### src/core/gpb_map.svh
// Register map, field positions and reset values of the pin setup bank
// Functional notes
// - Pair {direction, enable}: 00 functional out, 10 tri-state, 01 GPIO out, 11 GPIO in.
// - Local level reaches pin only in GPIO output mode with remote drive off.
// - Remote drive set forces pin to output carrying the remote serializer value.
// - Second-port select moves pin 1 to 3 settings onto the second-port pins.
// - High pin uses bits 7:4, low pin 3:0; level, remote, direction, enable.
// - Reset: pin1 GPIO input, pin3 tri-state, pins 2, 5, 6 functional output.
`ifndef GPB_MAP_SVH
`define GPB_MAP_SVH

// ============================================================
// Register indices (byte address is four times the index)
`define GPB_IDX_PAIR_A 8'h1e
`define GPB_IDX_PIN_C 8'h1f
`define GPB_IDX_PAIR_B 8'h20
`define GPB_IDX_CTRL 8'h24
`define GPB_IDX_STAT 8'h25

// ============================================================
// Reset values
`define GPB_RST_PAIR_A 8'h03
`define GPB_RST_PIN_C 8'h02
`define GPB_RST_PAIR_B 8'h00
`define GPB_RST_CTRL 1'h0

// ============================================================
// Field positions and masks
`define GPB_CTRL_SEL_BIT 0
`define GPB_PIN_C_MASK 8'h0f
`define GPB_RESP_OKAY 2'h0
`define GPB_RESP_SLVERR 2'h2

`endif

### src/core/gpb_pkg.sv
// Types shared by the pin setup bank
package gpb_pkg;

  // One pin's setup nibble, top bit first
  typedef struct packed {
    logic level;
    logic remote;
    logic dir;
    logic en;
  } gpb_cfg_s;

  typedef struct packed {
    logic out;
    logic oe;
  } gpb_pad_s;

  typedef enum {
    GPB_FUNC_OUT,
    GPB_TRISTATE,
    GPB_GPIO_OUT,
    GPB_GPIO_IN,
    GPB_REMOTE_OUT
  } gpb_mode_e;

endpackage

### src/core/gpb_top.sv
// Pin setup bank for pins 1, 2, 3, 5, 6 with AXI4-Lite register access
`timescale 1ns/100ps
`include "gpb_map.svh"

module gpb_top (
  input wire logic aclk,
  input wire logic aresetn,
  input wire logic [9:0] s_axi_awaddr,
  input wire logic s_axi_awvalid,
  output logic s_axi_awready,
  input wire logic [31:0] s_axi_wdata,
  input wire logic [3:0] s_axi_wstrb,
  input wire logic s_axi_wvalid,
  output logic s_axi_wready,
  output logic [1:0] s_axi_bresp,
  output logic s_axi_bvalid,
  input wire logic s_axi_bready,
  input wire logic [9:0] s_axi_araddr,
  input wire logic s_axi_arvalid,
  output logic s_axi_arready,
  output logic [31:0] s_axi_rdata,
  output logic [1:0] s_axi_rresp,
  output logic s_axi_rvalid,
  input wire logic s_axi_rready,
  input wire logic [4:0] func_level,
  input wire logic [4:0] remote_level,
  input wire logic [4:0] pri_pad_in,
  input wire logic [2:0] sec_pad_in,
  output gpb_pkg::gpb_pad_s [4:0] pri_pad,
  output gpb_pkg::gpb_pad_s [2:0] sec_pad,
  output logic [4:0] gpio_in_level
);
  import gpb_pkg::*;

  // ============================================================
  // Register bus: write side
  logic aw_hold_q;
  logic [7:0] aw_idx_q;
  logic w_hold_q;
  logic [7:0] w_data_q;
  logic w_lane0_q;
  logic bvalid_q;
  logic [1:0] bresp_q;
  logic wr_fire;
  logic wr_hit;

  assign s_axi_awready = !aw_hold_q && !bvalid_q;
  assign s_axi_wready = !w_hold_q && !bvalid_q;
  assign s_axi_bvalid = bvalid_q;
  assign s_axi_bresp = bresp_q;
  assign wr_fire = aw_hold_q && w_hold_q && !bvalid_q;

  always_ff @(posedge aclk) begin
    if (!aresetn) begin
      aw_hold_q <= 1'b0;
      aw_idx_q <= 8'h00;
    end else if (s_axi_awvalid && s_axi_awready) begin
      aw_hold_q <= 1'b1;
      aw_idx_q <= s_axi_awaddr[9:2];
    end else if (wr_fire) begin
      aw_hold_q <= 1'b0;
    end
  end

  always_ff @(posedge aclk) begin
    if (!aresetn) begin
      w_hold_q <= 1'b0;
      w_data_q <= 8'h00;
      w_lane0_q <= 1'b0;
    end else if (s_axi_wvalid && s_axi_wready) begin
      w_hold_q <= 1'b1;
      w_data_q <= s_axi_wdata[7:0];
      w_lane0_q <= s_axi_wstrb[0];
    end else if (wr_fire) begin
      w_hold_q <= 1'b0;
    end
  end

  always_comb begin
    if (aw_idx_q == `GPB_IDX_PAIR_A) begin
      wr_hit = 1'b1;
    end else if (aw_idx_q == `GPB_IDX_PIN_C) begin
      wr_hit = 1'b1;
    end else if (aw_idx_q == `GPB_IDX_PAIR_B) begin
      wr_hit = 1'b1;
    end else if (aw_idx_q == `GPB_IDX_CTRL) begin
      wr_hit = 1'b1;
    end else if (aw_idx_q == `GPB_IDX_STAT) begin
      wr_hit = 1'b1;
    end else begin
      wr_hit = 1'b0;
    end
  end

  always_ff @(posedge aclk) begin
    if (!aresetn) begin
      bvalid_q <= 1'b0;
      bresp_q <= `GPB_RESP_OKAY;
    end else if (wr_fire) begin
      bvalid_q <= 1'b1;
      bresp_q <= wr_hit ? `GPB_RESP_OKAY : `GPB_RESP_SLVERR;
    end else if (s_axi_bready) begin
      bvalid_q <= 1'b0;
    end
  end

  // ============================================================
  // Setup registers
  logic [7:0] pair_a_q;
  logic [7:0] pin_c_q;
  logic [7:0] pair_b_q;
  logic sel_q;
  logic wr_lane;

  // Writes without byte lane 0 leave the 8-bit registers untouched
  assign wr_lane = wr_fire && w_lane0_q;

  always_ff @(posedge aclk) begin
    if (!aresetn) begin
      pair_a_q <= `GPB_RST_PAIR_A;
    end else if (wr_lane && aw_idx_q == `GPB_IDX_PAIR_A) begin
      pair_a_q <= w_data_q;
    end
  end

  always_ff @(posedge aclk) begin
    if (!aresetn) begin
      pin_c_q <= `GPB_RST_PIN_C;
    end else if (wr_lane && aw_idx_q == `GPB_IDX_PIN_C) begin
      pin_c_q <= w_data_q & `GPB_PIN_C_MASK;
    end
  end

  always_ff @(posedge aclk) begin
    if (!aresetn) begin
      pair_b_q <= `GPB_RST_PAIR_B;
    end else if (wr_lane && aw_idx_q == `GPB_IDX_PAIR_B) begin
      pair_b_q <= w_data_q;
    end
  end

  always_ff @(posedge aclk) begin
    if (!aresetn) begin
      sel_q <= `GPB_RST_CTRL;
    end else if (wr_lane && aw_idx_q == `GPB_IDX_CTRL) begin
      sel_q <= w_data_q[`GPB_CTRL_SEL_BIT];
    end
  end

  // ============================================================
  // Pad input synchronisers
  logic [4:0] pri_meta_q;
  logic [4:0] pri_sync_q;
  logic [2:0] sec_meta_q;
  logic [2:0] sec_sync_q;
  logic [4:0] in_pick;

  always_ff @(posedge aclk) begin
    if (!aresetn) begin
      pri_meta_q <= 5'h00;
      pri_sync_q <= 5'h00;
      sec_meta_q <= 3'h0;
      sec_sync_q <= 3'h0;
    end else begin
      pri_meta_q <= pri_pad_in;
      pri_sync_q <= pri_meta_q;
      sec_meta_q <= sec_pad_in;
      sec_sync_q <= sec_meta_q;
    end
  end

  // ============================================================
  // Per-pin mode decode and pad drive
  gpb_cfg_s [4:0] cfg;
  gpb_pad_s [4:0] drive;
  gpb_pad_s [4:0] pri_pad_q;
  gpb_pad_s [2:0] sec_pad_q;
  logic [4:0] in_level_q;

  assign cfg[0] = pair_a_q[3:0];
  assign cfg[1] = pair_a_q[7:4];
  assign cfg[2] = pin_c_q[3:0];
  assign cfg[3] = pair_b_q[3:0];
  assign cfg[4] = pair_b_q[7:4];

  genvar gi;
  generate
    for (gi = 0; gi < 5; gi++) begin : g_pin
      gpb_mode_e mode;

      always_comb begin
        if (cfg[gi].remote) begin
          mode = GPB_REMOTE_OUT;
        end else begin
          case ({cfg[gi].dir, cfg[gi].en})
            2'h0: mode = GPB_FUNC_OUT;
            2'h2: mode = GPB_TRISTATE;
            2'h1: mode = GPB_GPIO_OUT;
            default: mode = GPB_GPIO_IN;
          endcase
        end
      end

      // local level only in GPIO output
      always_comb begin
        case (mode)
          GPB_REMOTE_OUT: drive[gi] = '{out: remote_level[gi], oe: 1'b1};
          GPB_FUNC_OUT: drive[gi] = '{out: func_level[gi], oe: 1'b1};
          GPB_GPIO_OUT: drive[gi] = '{out: cfg[gi].level, oe: 1'b1};
          default: drive[gi] = '{out: 1'b0, oe: 1'b0};
        endcase
      end

      // Pins 1 to 3 sample whichever pad set is selected
      if (gi < 3) begin : g_dual
        assign in_pick[gi] = sel_q ? sec_sync_q[gi] : pri_sync_q[gi];
      end else begin : g_single
        assign in_pick[gi] = pri_sync_q[gi];
      end
    end
  endgenerate

  // second-port routing of pins 1 to 3
  // The unselected pad set is released so the two sets never fight
  always_ff @(posedge aclk) begin
    if (!aresetn) begin
      pri_pad_q <= '0;
      sec_pad_q <= '0;
    end else begin
      pri_pad_q[4:3] <= drive[4:3];
      pri_pad_q[2:0] <= sel_q ? '0 : drive[2:0];
      sec_pad_q <= sel_q ? drive[2:0] : '0;
    end
  end

  always_ff @(posedge aclk) begin
    if (!aresetn) begin
      in_level_q <= 5'h00;
    end else begin
      in_level_q <= in_pick;
    end
  end

  assign pri_pad = pri_pad_q;
  assign sec_pad = sec_pad_q;
  assign gpio_in_level = in_level_q;

  // ============================================================
  // Register bus: read side
  logic rvalid_q;
  logic [7:0] rdata_q;
  logic [1:0] rresp_q;
  logic [7:0] rd_idx;
  logic [7:0] rd_val;
  logic rd_hit;

  assign s_axi_arready = !rvalid_q;
  assign s_axi_rvalid = rvalid_q;
  assign s_axi_rdata = {24'h000000, rdata_q};
  assign s_axi_rresp = rresp_q;
  assign rd_idx = s_axi_araddr[9:2];

  always_comb begin
    rd_hit = 1'b1;
    if (rd_idx == `GPB_IDX_PAIR_A) begin
      rd_val = pair_a_q;
    end else if (rd_idx == `GPB_IDX_PIN_C) begin
      rd_val = pin_c_q;
    end else if (rd_idx == `GPB_IDX_PAIR_B) begin
      rd_val = pair_b_q;
    end else if (rd_idx == `GPB_IDX_CTRL) begin
      rd_val = {7'h00, sel_q};
    end else if (rd_idx == `GPB_IDX_STAT) begin
      rd_val = {3'h0, in_level_q};
    end else begin
      rd_val = 8'h00;
      rd_hit = 1'b0;
    end
  end

  always_ff @(posedge aclk) begin
    if (!aresetn) begin
      rvalid_q <= 1'b0;
      rdata_q <= 8'h00;
      rresp_q <= `GPB_RESP_OKAY;
    end else if (s_axi_arvalid && s_axi_arready) begin
      rvalid_q <= 1'b1;
      rdata_q <= rd_val;
      rresp_q <= rd_hit ? `GPB_RESP_OKAY : `GPB_RESP_SLVERR;
    end else if (s_axi_rready) begin
      rvalid_q <= 1'b0;
    end
  end

endmodule

### config.mk
export PLATFORM = sky130hd
export DESIGN_NAME = gpb_top
export DESIGN_NICKNAME = d
export VERILOG_FILES = /design/src/core/gpb_pkg.sv /design/src/core/gpb_top.sv
export VERILOG_INCLUDE_DIRS = /design/src /design/src/core
export SDC_FILE = /design/constraint.sdc
export NUM_CORES = 1
export LEC_CHECK = 0
export BUFFER_PORTS_ARGS = -buffer_cell sky130_fd_sc_hd__buf_2
export CORE_MARGIN = 1.5
export CORE_UTILIZATION = 46
export CTS_BUF_LIST = sky130_fd_sc_hd__clkbuf_8
export DETAILED_ROUTE_END_ITERATION = 8
export GPL_TIMING_DRIVEN = 0
export PLACE_DENSITY = 0.85
export SETUP_SLACK_MARGIN = 0.15
export SLEW_MARGIN = 20
export SYNTH_ARGS = -nofsm -noshare
export SYNTH_HDL_FRONTEND = slang
export SYNTH_SLANG_ARGS = --single-unit
### constraint.sdc
create_clock -name aclk -period 2 [get_ports aclk]
set_clock_uncertainty 0.05 [all_clocks]
set_input_delay 0.1 -clock aclk [delete_from_list [all_inputs] [get_ports aclk]]
set_output_delay 0.1 -clock aclk [all_outputs]
set_load 0.1 [all_outputs]
==> results of run 1 <==
## cells by family (layout without fill, tap and decap cells)
logic type,count (synthesis),count (layout),share of synthesized area [%]
AOI/OAI and AO/OA,59,59,11.38
other,1,26,0.1034
and+or+nand+nor,155,155,23.04
DFF,89,89,49.12
buffers and inverters,46,185,7.761
muxes,31,31,8.589
## per-layer routing
layer  wire length, µm  up-vias
met5                 0        -
met4               229        0
met3               508       22
met2              4185      117
met1              3566     1434
li1                  -     1553
## through the flow
step	instance area [µm²]	hold WS (ps)	cells
after floorplan	3747	177.3	406
after global placement	4300	256.2	593
after detailed placement	4300	258.9	593
after CTS	4837	0.2776	643
after global routing	4876	10.48	647
final	4876	14.75	647
## worst max-delay path, delay by kind of cell (launching register included)
family,cells,cell delay (ps)
DFF,1,330
and+or+nand+nor,4,990
buffers and inverters,1,180
muxes,1,200
## cells in the mapped netlist, drive strengths merged (5+ instances only)
master	n
clkbuf	12
mux2i	30
inv	5
and2	21
nor2	19
nor2b	28
o21ai	10
nand3	5
buf	29
a21boi	27
a21oi	5
nor3	8
dfxtp	89
nand2	54
## state kept, by name, summed over array words and instances, names as in the netlist, 4 cells and up
register and flops:
pair_b_q 8, pri_pad 10, pin_c_q 4, gpio_in_level 5
w_data_q 8, aw_idx_q 8, pri_sync_q 5, pair_a_q 8
sec_pad 6, rdata_q 8, pri_meta_q 5
## timing repair
| action | in CTS | in global routing |
|---|---|---|
| hold buffers | 33 | 0 |
| endpoints found under the setup margin | 9 | 20 |
| setup buffers | 1 | 4 |
| gates resized for setup | 5 | 3 |
| pin swaps | 2 | 4 |
| hold endpoints to repair | 34 | 0 |
## final timing paths
kind                       from  slack [ps]  cells after the start            end
setup reg to reg    aw_idx_q[4]         140                      6    pair_b_q[1]
hold / removal          aresetn          10                      2     pri_pad[8]
hold reg to reg   sec_meta_q[2]         390                      1  sec_sync_q[2]
setup / recovery    aw_idx_q[4]         140                      6    pair_b_q[1]
## cell type report
class	count	area [µm²]
fillers	637	2811
plain buffers	41	262.8
multi-input cells	271	1695
repair buffers	123	793.3
clock buffers	10	137.6
well taps	102	127.6
flip-flops and latches	89	1794
clock inverters	6	42.54
inverters	5	22.52
## report_power, final
| group | switching [mW] | total [mW] | leakage [nW] | internal, mW |
|---|---|---|---|---|
| Combinational | 0.538 | 0.742 | 1.29 | 0.204 |
| Clock | 0.636 | 1.13 | 0.0945 | 0.490 |
| Sequential | 0.0463 | 1.88 | 0.730 | 1.83 |
==> impl_results.md, run 1 <==
* TritonCTS clock tree: done
* Routed WL per cell at ~13 µm
* DIE AREA at 8427 µm²
* Post-Syn Instances at 381
* Die width at around 92 µm
* Layout cells sized above 1 at 27.52%
* Mean Syn Cell Area at 9.520 µm²
* CTS buffer count at 9
* First-pass GRT wire length at about 14 mm
* Global placer's final weighted congestion at roughly 0.84
* IO Pins at 143
* Synth area leaders: dfxtp_1 (49%), mux2i_1 (8.3%), a21boi_0 (5.6%)
* Total gr overflow at 0
* Clock Latency Late Sink at ~360 ps
* IO Port Bufs at 85
* Vias at 3126
* TritonRoute pass-1 iters at 7
* P_leak at approximately 2.1 nW
* M2 GR Usage at 35.63%
* Critical path cell sequence: or4b_4 -> nor3_4 -> nor3b_4 -> buf_6 -> mux2i_1 -> nor2b_1
* Antenna Nets Post-Route at 0
* CP Capture Type: flop
* Pin count of the biggest net entering global routing at 16
* Status: complete, no violations
* Yosys top cell by area: dfxtp_1
* Die Ht at 91.80 µm
* Buffer depth of the longest clock path at 2
* Clk slew on worst S/H paths at 90 ps
* Post-synth top area share at 49.12%
* Vias in the first global route at 2970
* Required time worst endpoint at 2200 ps
* Most frequent cells in the layout: buf_2 (85), dfxtp_1 (83), nand2_1 (54), dlygate4sd3_1 (33), buf_4 (32)
* Setup_tns at 0 ps
* Initial antenna violation count at 0
* Hold Violations, Final at 0
* Root Driver: clkbuf_8
* Fin util at between 60 and 70%
* Minimum clock period at 1865 ps
* Power Total at 3.744 mW
* # Max-Cap Violations at 0
* Max-Slew Margin vs Limit at 63.26%
* EDFF count, synth at 0
* DP HPWL at between 5 and 6 mm
* Final WL at 8.489 mm
* Power Density at between 700 and 800 nW/µm²
* Number of inserted diodes at 0
* Crit path launch type: flop
* Synth unique cells at 42
* Worst Path Arrival at 2070 ps
* Met3 GRT Util at around 4.6%
* Slowest stage delay, CP at 550 ps
* Core area at roughly 7700 µm²
* Most common cell after layout, fill and taps aside: buf_2
* Final setup vio count at 0
* Cell area after synthesis at 3627 µm²
* Core Rows at 32
* Crit path kind: reg2reg
* GRT Max-Usage Layer: met2
* Register bit total from synthesis at 89
* H-tree lvl count at 3
* Hold Path Class: in2reg
* Slew Viols, Final at 0
* Nets at 621
* Vias per Instance at between 4 and 5
* Drt drc at 0
* Pre-CTS setup slack at roughly 95 ps
* DRT iter0 DRCs at 140
* Clock sink total at around 90
* Tcrit/Tclk final at 93.23%
* Tot GR Track Use at 21.03%
* GR Util met1 at 25.72%
* FMAX at 0.5363 GHz
* Worst setup slack after layout at 135.3 ps
* Seq/Total Area, Yosys at 49.12%
* Setup repair after global routing missed its margin: yes
* Ys flop type: dfxtp_1
* Worst-margin pin slew at 551.1 ps
* Critical path fanouts, max at 8
* Effective utilization at floorplan at 47.18%
* Worst path slowest cell: or4b_4
* Syn-to-layout area delta at 34.43%
* VDD IR max at 0.4739 mV
* Ys async rst share at 0%
* Yosys warns at 0
No activity file was read; power rests on OpenSTA's default activity.
==> run 2, diff against run 1 <==
Settings changed: CTS_BUF_LIST sky130_fd_sc_hd__clkbuf_8 to unset.
==> impl_results.md, run 2 (synthesized netlist as in run 1, its figures left out) <==
* Status: complete, no violations
* Power Density at between 700 and 800 nW/µm²
* TritonCTS clock tree: done
* Crit path kind: reg2reg
* Fillers at 637
* Critical path fanouts, max at 8
* Tot GR Track Use at 21.03%
* CP Capture Type: flop
* Fin cells at 647
* Antenna Nets Post-Route at 0
* Pin count of the biggest net entering global routing at 16
* DP HPWL at 5.988 mm
* Most frequent cells in the layout: buf_2 (85), dfxtp_1 (83), nand2_1 (54), dlygate4sd3_1 (33), buf_4 (32)
* Root Driver: clkbuf_8
* Sequential Area at 1794 µm²
* P_leak at 2.105 nW
* Hold Path Class: in2reg
* TritonRoute pass-1 iters at 6
* Vias in the first global route at approximately 3000
* DRT iter0 DRCs at 140
* DIE AREA at 8427 µm²
* Clock sink total at 89
* Sw frac at 32.56%
* Setup_tns at 0 ps
* Syn-to-layout area delta at 34.43%
* Max reg flops at 10
* First-pass GRT wire length at roughly 14 mm
* Int Power at 2.529 mW
* FMAX at 0.5363 GHz
* Slew Viols, Final at 0
* Nets at 621
* CP Buf/Inv Count at 1
* Pre-CTS setup slack at approximately 95 ps
* Worst Path Arrival at 2070 ps
* Layout cells sized above 1 at 27.52%
* Slowest stage delay, CP at 550 ps
* Buffer depth of the longest clock path at 2
* Initial antenna violation count at 0
* VDD IR max at 0.4740 mV
* Required time worst endpoint at 2200 ps
* Final setup vio count at 0
* Worst path slowest cell: or4b_4
* Setup repair after global routing missed its margin: yes
* Core area at 7687 µm²
* Clk network pwr share at 30.2%
* CP delay by family, top: simple AND/OR/NAND/NOR gates
* Die Ht at a little over 90 µm
* Total gr overflow at 0
* Final WL at 8.496 mm
* Routed WL per cell at 13.13 µm
* Core Rows at 32
* Tcrit/Tclk final at 93.23%
* Cell Area, Placed at 4300 µm²
* Max-Slew Margin vs Limit at 62.29%
* Fin area at 4876 µm²
* Minimum clock period at 1865 ps
* Critical path cell sequence: or4b_4 -> nor3_4 -> nor3b_4 -> buf_6 -> mux2i_1 -> nor2b_1
* Comb power frac at 19.8%
* Placed insts at a little under 600
* Clock Latency Late Sink at 360 ps
* Sequential power share at 50.0%
* # Max-Cap Violations at 0
* Global placer's final weighted congestion at 0.8352
* Switching pwr at 1.221 mW
* Crit path launch type: flop
* Number of inserted diodes at 0
* Die width at 91.80 µm
* Vias at 3126
* Drt drc at 0
* Clk slew on worst S/H paths at approximately 90 ps
* IO Port Bufs at 85
* Worst-margin pin slew at 565.7 ps
* Hold Violations, Final at 0
* H-tree lvl count at 3
* Vias per Instance at ~4.8
* Worst setup slack after layout at 135.3 ps
* Effective utilization at floorplan at a little under half
* IO Pins at 143
* Multi-input logic area at 1695 µm²
* CTS buffer count at 9
* Most common cell after layout, fill and taps aside: buf_2
* Worst Hold Slack at roughly 15 ps
## run 2: changes by cell type in the layout (fill, tap and decap cells not counted), sizes merged
cell / change
clkbuf: +1
inv: -1
## run 2: layout make-up
| class | instances | share of cell area, % |
|---|---|---|
| clock inverters | 5 | 0.7955 |
| inverters | 5 | 0.4619 |
| clock buffers | 11 | 2.900 |
| flip-flops and latches | 89 | 36.80 |
| plain buffers | 41 | 5.389 |
| well taps | 102 | 2.617 |
| repair buffers | 123 | 16.27 |
| multi-input cells | 271 | 34.77 |
## run 2: what timing repair did
action,4_1_cts,5_1_grt
hold buffers,33,0
setup buffers,1,4
pin swaps,2,4
endpoints found under the setup margin,9,20
gates cloned,0,0
endpoints found under the hold margin,34,0
resized for setup,5,3
## run 2: final timing paths
| path | startpoint | end | slack [ps] | depth (start not counted) |
|---|---|---|---|---|
| min reg2reg | sec_meta_q[2] | sec_sync_q[2] | 390 | 1 |
| max reg2reg | aw_idx_q[4] | pair_b_q[1] | 140 | 6 |
| min | aresetn | pri_pad[8] | 10 | 2 |
| max | aw_idx_q[4] | pair_b_q[1] | 140 | 6 |
## run 2: per-stage QoR
stage / utilization [%] / power, mW
finish: 63.43 / 3.751
detailed placement: 55.94 / 2.592
global route: 63.43 / 3.893
CTS: 62.92 / 3.756
floorplan: - / 2.465
global placement: 55.94 / 2.582
## run 2: metal layers
metal,vias up,global-route usage (%),wire length [µm]
li1,1551,-,-
met4,0,8.974,229
met1,1436,25.72,3563
met5,-,0,0
met3,22,4.643,508
met2,117,35.63,4195
## run 2: power groups by stage
stage / combinational, mW / clock (mW) / sequential (mW)
floorplan: 0.436 / 0 / 2.03
global placement: 0.670 / 0 / 1.91
detailed placement: 0.677 / 0 / 1.91
CTS: 0.732 / 1.15 / 1.87
global route: 0.778 / 1.23 / 1.89
finish: 0.742 / 1.13 / 1.88
